--- src/include/bw_cfg_pkg.sv ---
/*
 * Constants and types for the loop bandwidth configuration block.
 * Assumes an 8-bit register port; bandwidths are given in 0.1 Hz units.
 */
package bw_cfg_pkg;

  // ----------------------------------------------------------------
  // Register map
  // ----------------------------------------------------------------
  localparam logic [7:0] LOOP_MODE_OFS = 8'h3B;
  localparam logic [7:0] SECONDARY_BW_OFS = 8'h66;
  localparam logic [7:0] LOCKED_BW_OFS = 8'h67;
  localparam logic [7:0] ACQUIRE_BW_OFS = 8'h68;

  // ----------------------------------------------------------------
  // Field positions and reset values
  // ----------------------------------------------------------------
  localparam int AUTO_SWITCH_BIT = 7;
  localparam logic [1:0] SECONDARY_BW_RST = 2'h0;
  localparam logic [3:0] LOCKED_BW_RST = 4'h0;
  localparam logic [3:0] ACQUIRE_BW_RST = 4'h0;
  localparam logic AUTO_SWITCH_RST = 1'b0;
  localparam logic [7:0] UNMAPPED_READ = 8'h00;

  // ----------------------------------------------------------------
  // Bandwidth values in tenths of a hertz
  // ----------------------------------------------------------------
  localparam logic [9:0] BW_0P1 = 10'h001;
  localparam logic [9:0] BW_0P3 = 10'h003;
  localparam logic [9:0] BW_0P6 = 10'h006;
  localparam logic [9:0] BW_1P2 = 10'h00C;
  localparam logic [9:0] BW_2P5 = 10'h019;
  localparam logic [9:0] BW_4 = 10'h028;
  localparam logic [9:0] BW_8 = 10'h050;
  localparam logic [9:0] BW_18 = 10'h0B4;
  localparam logic [9:0] BW_35 = 10'h15E;
  localparam logic [9:0] BW_70 = 10'h2BC;

  // Selected bandwidth with a flag for a defined code
  typedef struct packed {
    logic valid;
    logic [9:0] tenths;
  } bw_t;

  // Register port request
  typedef struct packed {
    logic [7:0] addr;
    logic [7:0] wrData;
    logic wr;
    logic rd;
  } reg_req_t;

endpackage : bw_cfg_pkg

--- src/rtl/bw_code_decode.sv ---
/*
 * Decodes a four-bit main-path bandwidth code into a bandwidth.
 * Assumes a purely combinational use; the caller registers the result.
 */
`timescale 1ns/1ns
module bw_code_decode #(
  parameter bit ACQUIRE = 1'b0
) (
  input wire logic [3:0] code,
  output bw_cfg_pkg::bw_t bw
);
  import bw_cfg_pkg::*;

  // ----------------------------------------------------------------
  // Code table
  // ----------------------------------------------------------------
  // Acquire table starts at 0.1 Hz and tops at 70 Hz; locked table
  // starts at 0.3 Hz and tops at 35 Hz
  always_comb begin
    bw = '0;
    bw.valid = 1'b1;
    case (code)
      4'h8: bw.tenths = ACQUIRE ? BW_0P1 : BW_0P3;
      4'h9: bw.tenths = ACQUIRE ? BW_0P3 : BW_0P6;
      4'hA: bw.tenths = ACQUIRE ? BW_0P6 : BW_1P2;
      4'hB: bw.tenths = ACQUIRE ? BW_1P2 : BW_2P5;
      4'hC: bw.tenths = ACQUIRE ? BW_2P5 : BW_4;
      4'hD: bw.tenths = ACQUIRE ? BW_4 : BW_8;
      4'hE: bw.tenths = ACQUIRE ? BW_8 : BW_18;
      4'hF: bw.tenths = ACQUIRE ? BW_18 : BW_35;
      4'h0: bw.tenths = ACQUIRE ? BW_35 : 10'h000;
      4'h1: bw.tenths = ACQUIRE ? BW_70 : 10'h000;
      default: bw.tenths = 10'h000;
    endcase
    // Codes outside the table carry no bandwidth
    if (bw.tenths == 10'h000) begin
      bw.valid = 1'b0;
    end
  end

endmodule : bw_code_decode

--- src/rtl/dpll_bandwidth_config.sv ---
/*
 * Bandwidth configuration registers for the secondary and main loop paths.
 * Assumes a synchronous register port and a lock indication from the loop.
 */
`timescale 1ns/1ns
module dpll_bandwidth_config (
  input wire logic clk,
  input wire logic reset_n,
  input wire bw_cfg_pkg::reg_req_t regReq,
  output logic [7:0] regRdData,
  input wire logic mainLocked,
  output bw_cfg_pkg::bw_t secondaryBw,
  output bw_cfg_pkg::bw_t mainBw,
  output logic mainUsingAcquire
);
  import bw_cfg_pkg::*;

  // ----------------------------------------------------------------
  // State
  // ----------------------------------------------------------------
  typedef struct packed {
    logic [1:0] secSel;
    logic [3:0] lockSel;
    logic [3:0] acqSel;
    logic autoSwitch;
    logic [7:0] rdData;
    bw_t secBw;
    bw_t mainBw;
    logic mainAcq;
  } state_t;

  state_t state_q;
  state_t state_d;
  bw_t lockedBw;
  bw_t acquireBw;
  logic useAcq;

  // Table lookups for the two main-path selectors
  bw_code_decode #(.ACQUIRE(1'b0)) lockedDecode (
    .code(state_q.lockSel),
    .bw(lockedBw)
  );
  bw_code_decode #(.ACQUIRE(1'b1)) acquireDecode (
    .code(state_q.acqSel),
    .bw(acquireBw)
  );

  // Acquire bandwidth only in automatic mode and while out of lock
  assign useAcq = state_q.autoSwitch & ~mainLocked;

  // ----------------------------------------------------------------
  // Next state
  // ----------------------------------------------------------------
  // Register writes, read mux and bandwidth selection
  always_comb begin
    state_d = state_q;
    state_d.rdData = UNMAPPED_READ;
    if (regReq.wr) begin
      case (regReq.addr)
        SECONDARY_BW_OFS: state_d.secSel = regReq.wrData[1:0];
        LOCKED_BW_OFS: state_d.lockSel = regReq.wrData[3:0];
        ACQUIRE_BW_OFS: state_d.acqSel = regReq.wrData[3:0];
        LOOP_MODE_OFS: begin
          state_d.autoSwitch = regReq.wrData[AUTO_SWITCH_BIT];
        end
        default: ;
      endcase
    end
    if (regReq.rd) begin
      case (regReq.addr)
        SECONDARY_BW_OFS: state_d.rdData = {6'h00, state_q.secSel};
        LOCKED_BW_OFS: state_d.rdData = {4'h0, state_q.lockSel};
        ACQUIRE_BW_OFS: state_d.rdData = {4'h0, state_q.acqSel};
        LOOP_MODE_OFS: state_d.rdData = {state_q.autoSwitch, 7'h00};
        default: state_d.rdData = UNMAPPED_READ;
      endcase
    end
    // Secondary path table
    state_d.secBw.valid = 1'b1;
    case (state_q.secSel)
      2'h0: state_d.secBw.tenths = BW_18;
      2'h1: state_d.secBw.tenths = BW_35;
      2'h2: state_d.secBw.tenths = BW_70;
      default: begin
        state_d.secBw.tenths = 10'h000;
        state_d.secBw.valid = 1'b0;
      end
    endcase
    state_d.mainAcq = useAcq;
    state_d.mainBw = useAcq ? acquireBw : lockedBw;
  end

  // ----------------------------------------------------------------
  // Registers
  // ----------------------------------------------------------------
  // All state, cleared by reset
  always_ff @(posedge clk or negedge reset_n) begin
    if (!reset_n) begin
      state_q <= '0;
      state_q.secSel <= SECONDARY_BW_RST;
      state_q.lockSel <= LOCKED_BW_RST;
      state_q.acqSel <= ACQUIRE_BW_RST;
      state_q.autoSwitch <= AUTO_SWITCH_RST;
    end else begin
      state_q <= state_d;
    end
  end

  // Outputs straight from the state register
  assign regRdData = state_q.rdData;
  assign secondaryBw = state_q.secBw;
  assign mainBw = state_q.mainBw;
  assign mainUsingAcquire = state_q.mainAcq;
endmodule : dpll_bandwidth_config

--- config.mk ---
export PLATFORM = sky130hd
export DESIGN_NAME = dpll_bandwidth_config
export DESIGN_NICKNAME = d
export VERILOG_FILES = /design/src/include/bw_cfg_pkg.sv /design/src/rtl/bw_code_decode.sv /design/src/rtl/dpll_bandwidth_config.sv
export SDC_FILE = /design/constraint.sdc
export NUM_CORES = 1
export LEC_CHECK = 0
export BUFFER_PORTS_ARGS = -buffer_cell sky130_fd_sc_hd__buf_2
export CAP_MARGIN = 20
export CORE_MARGIN = 1.5
export CORE_UTILIZATION = 40
export DETAILED_ROUTE_END_ITERATION = 8
export GPL_TIMING_DRIVEN = 0
export PLACE_DENSITY_LB_ADDON = 0.25
export SLEW_MARGIN = 20
export SYNTH_ARGS = -nofsm -noshare
export SYNTH_HDL_FRONTEND = slang
export SYNTH_SLANG_ARGS = --single-unit
--- constraint.sdc ---
create_clock -name clk -period 5.3 [get_ports clk]
set_clock_uncertainty 0.1 [all_clocks]
set_input_delay 0.265 -clock clk [delete_from_list [all_inputs] [get_ports clk]]
set_output_delay 0.265 -clock clk [all_outputs]
set_load 0.005 [all_outputs]
==> results.md <==
- Status: complete, no violations
- Setup-failing EPs final: 0
- Final core utilization: about half
- Worst Setup Path Type: register to register
- Power share of the sequential group: between 40% and 50%
- Final Routed Wirelength: between 3000 and 4000 um
- Setup ws final: roughly 3.4 ns
- Xor and xnor area share after synthesis: 0%
- Layout cell share with drive strength beyond 1: about two fifths
- Synth top area share: 41.6%
- VDD IR-drop max: 0.154 mV
- Clk buf depth: 2
- Post-synth top cells: dfrtp_1, buf_4, ha_1
- Critical Path Fanout Max: 6
- Slew Viols, Final: 0
- Comb power frac: 13.7%
- Clk_lat worst skew: 0.29 ns
- Post-cts sizing count: 0
- First-pass detailed-route iteration total: 4
- RSZ-0062 raised after global routing: no
- Synth Area in Compound Gates: between 10% and 20%
- Number of enable flip-flop cells after synthesis: 0
- GR Util All Layers: around 15%
- Reg clk slew, reported paths: about 0.07 ns
- Slew margin rel.: between 50% and 60%
- Max-cap viol count: 0
- Crit path launch type: register
- First-pass GRT wire length: a little over 6000 um
- Final period util: around 36%
- GPL Wtd Cong: roughly 0.79
- Total gr overflow: 0
- Adder-Cell Fraction of Synth Area: about 8.2%
- Final Instance Area: about 2400 um2
- Hold Path Stages: 2
- Hold_ws: 0.0875 ns
- Slew @ Worst Pin: between 0.7 and 0.8 ns
- Num CTS Buffers: 5
- DR iter-0 viols: 42
- Sw power: roughly 140 uW
- Vias per Instance: ~4.5
- Antenna-violating nets left: 0
- Post-synthesis mux area share: under 10%
- R2R Setup Slk: ~3.4 ns
- Critical Path AT: just under 2 ns
- Full die area: around 5400 um2
- Sequential fraction of the synthesis area: 41.6%
- Sw Share: about 24%
- Area of the mapped netlist: between 1500 and 2000 um2
- Crit end category: register
- Synth Register Bits: 33
- Leak pwr: around 0.0012 uW
- Fin nets: 275
- Final setup TNS: 0 ns
- Number of cells on the worst reg-to-reg path: 6
- DIE HEIGHT: 73.5 um
- Buffers on Ports: 43
- Initial antenna violation count: 0
- Simple-gate area share of the yosys netlist: ~16%
- CTS Sinks: 33
- Vias in the first global route: ~1.3k
- H-tree depth: 2
- Initial Util: between 40% and 50%
- Synth Area per Inst: roughly 11 um2
- Clock Tree Root: clkbuf_8
- Placed Area: between 2000 and 2500 um2
- Main combinational cell family by area after synthesis: simple AND/OR/NAND/NOR gates
- Pwr Density: 241 nW/um2
- Routed len/inst: 11.8 um
- Worst hold path class: input port to register
- Post-DP HPWL: 2730 um
- # fillers: roughly 450
- Pre-CTS setup slack: ~3.4 ns
- Fmax: between 500 and 600 MHz
- Residual DRC count: 0
- Number of diodes: 0
- Pint: between 400 and 500 uW
- Num rows: 25
- Largest net degree at the start of global routing: 34
- WP data required: 5.35 ns
- Final hold vios: 0
- Die width: about 73 um
- Vias: approximately 1.4k
- CTS tree: done
- Synth Instances: approximately 190
- Distinct cell type count after synthesis: between 40 and 50
- Post-synth ARST share: 100%
- Prevailing post-synth register cell: dfrtp_1
- Core box area: about 4800 um2
- Synth area leaders: dfrtp_1, buf_4, ha_1, mux2_2, mux2_4
- Most frequent cell after synthesis: dfrtp_1
- Area delta synth->final: 21.9%
- Dominant cell type by area after synthesis: dfrtp_1
- Fin crit period: 1.92 ns
- Clock share of power: roughly two fifths
- Ports: 52
- Warnings, synthesis: 0
- Number of post-CTS setup repair buffers: 0
[critical path, cell delays in order (launching register included)]
cell and delay, ns:
dfrtp_1 0.48, inv_1 0.10, ha_1 0.24, or4b_1 0.46, o31ai_1 0.19, and3_1 0.17, a31oi_1 0.04
[power groups by stage]
stage / Sequential, uW / Clock (uW) / Combinational, uW
floorplan: 271 / 0 / 51.5
global placement: 273 / 0 / 79.0
detailed placement: 273 / 0 / 79.9
CTS: 268 / 244 / 80.8
global route: 269 / 253 / 90.8
finish: 268 / 235 / 80.1
[per-layer routing]
layer	GRT usage [%]	vias to the layer above	wire length [um]	share of wire (%)
met5	0	-	0	0
met4	7.20	0	66	1.8
met3	4.80	6	164	4.5
met2	22.4	31	1640	45
met1	20.2	647	1770	49
li1	-	718	-	-
[worst paths after layout]
kind                             start             end
max                        state_q[36]      mainBw[10]
min                          regReq[9]     state_q[31]
max reg2reg                state_q[36]      mainBw[10]
min reg2reg                state_q[31]     state_q[31]
max in group asynchronous      reset_n       mainBw[7]
min in group asynchronous      reset_n  secondaryBw[9]
[kinds of logic (layout without fill, tap and decap cells)]
kind of cell,count (synthesis),in the layout
buffers and inverters,49,101
and+or+nand+nor,46,46
other,1,4
DFF,33,33
muxes,14,14
AOI/OAI and AO/OA,31,31
adders and majority gates,13,13
[stage by stage]
step | cells | power, uW
floorplan | 190 | 322
global placement | 300 | 352
detailed placement | 300 | 353
CTS | 309 | 592
global route | 309 | 613
finish | 309 | 583
[state kept, by name, indices dropped and copies added, names as in the netlist]
register	cells
mainBw	11
regRdData	5
secondaryBw	5
mainUsingAcquire	1
state_q	11
[placed cells by master (no fill, tap or decap), types with 6 or more instances in the layout]
master,instances
ha_1,13
nor2_1,6
clkbuf_1,6
nand2_1,11
a31oi_1,8
buf_2,44
a21oi_1,7
buf_4,31
inv_1,10
dfrtp_1,33
mux2_2,7
[area by class of cell]
| cell class | instances | area (um2) | area share, % |
|---|---|---|---|
| flip-flops and latches | 33 | 826 | 34.1 |
| well taps | 67 | 83.8 | 3.46 |
| repair buffers | 44 | 225 | 9.30 |
| inverters | 10 | 37.5 | 1.55 |
| multi-input cells | 108 | 862 | 35.6 |
| clock buffers | 5 | 68.8 | 2.84 |
| plain buffers | 39 | 272 | 11.2 |
| clock inverters | 3 | 46.3 | 1.91 |
[what timing repair did]
action | CTS | global route
hold buffers | 1 | 0
endpoints found under the hold margin | 33 | 0
setup endpoints to repair | 0 | 0
Note: power is estimated with default switching activity, not from simulation.
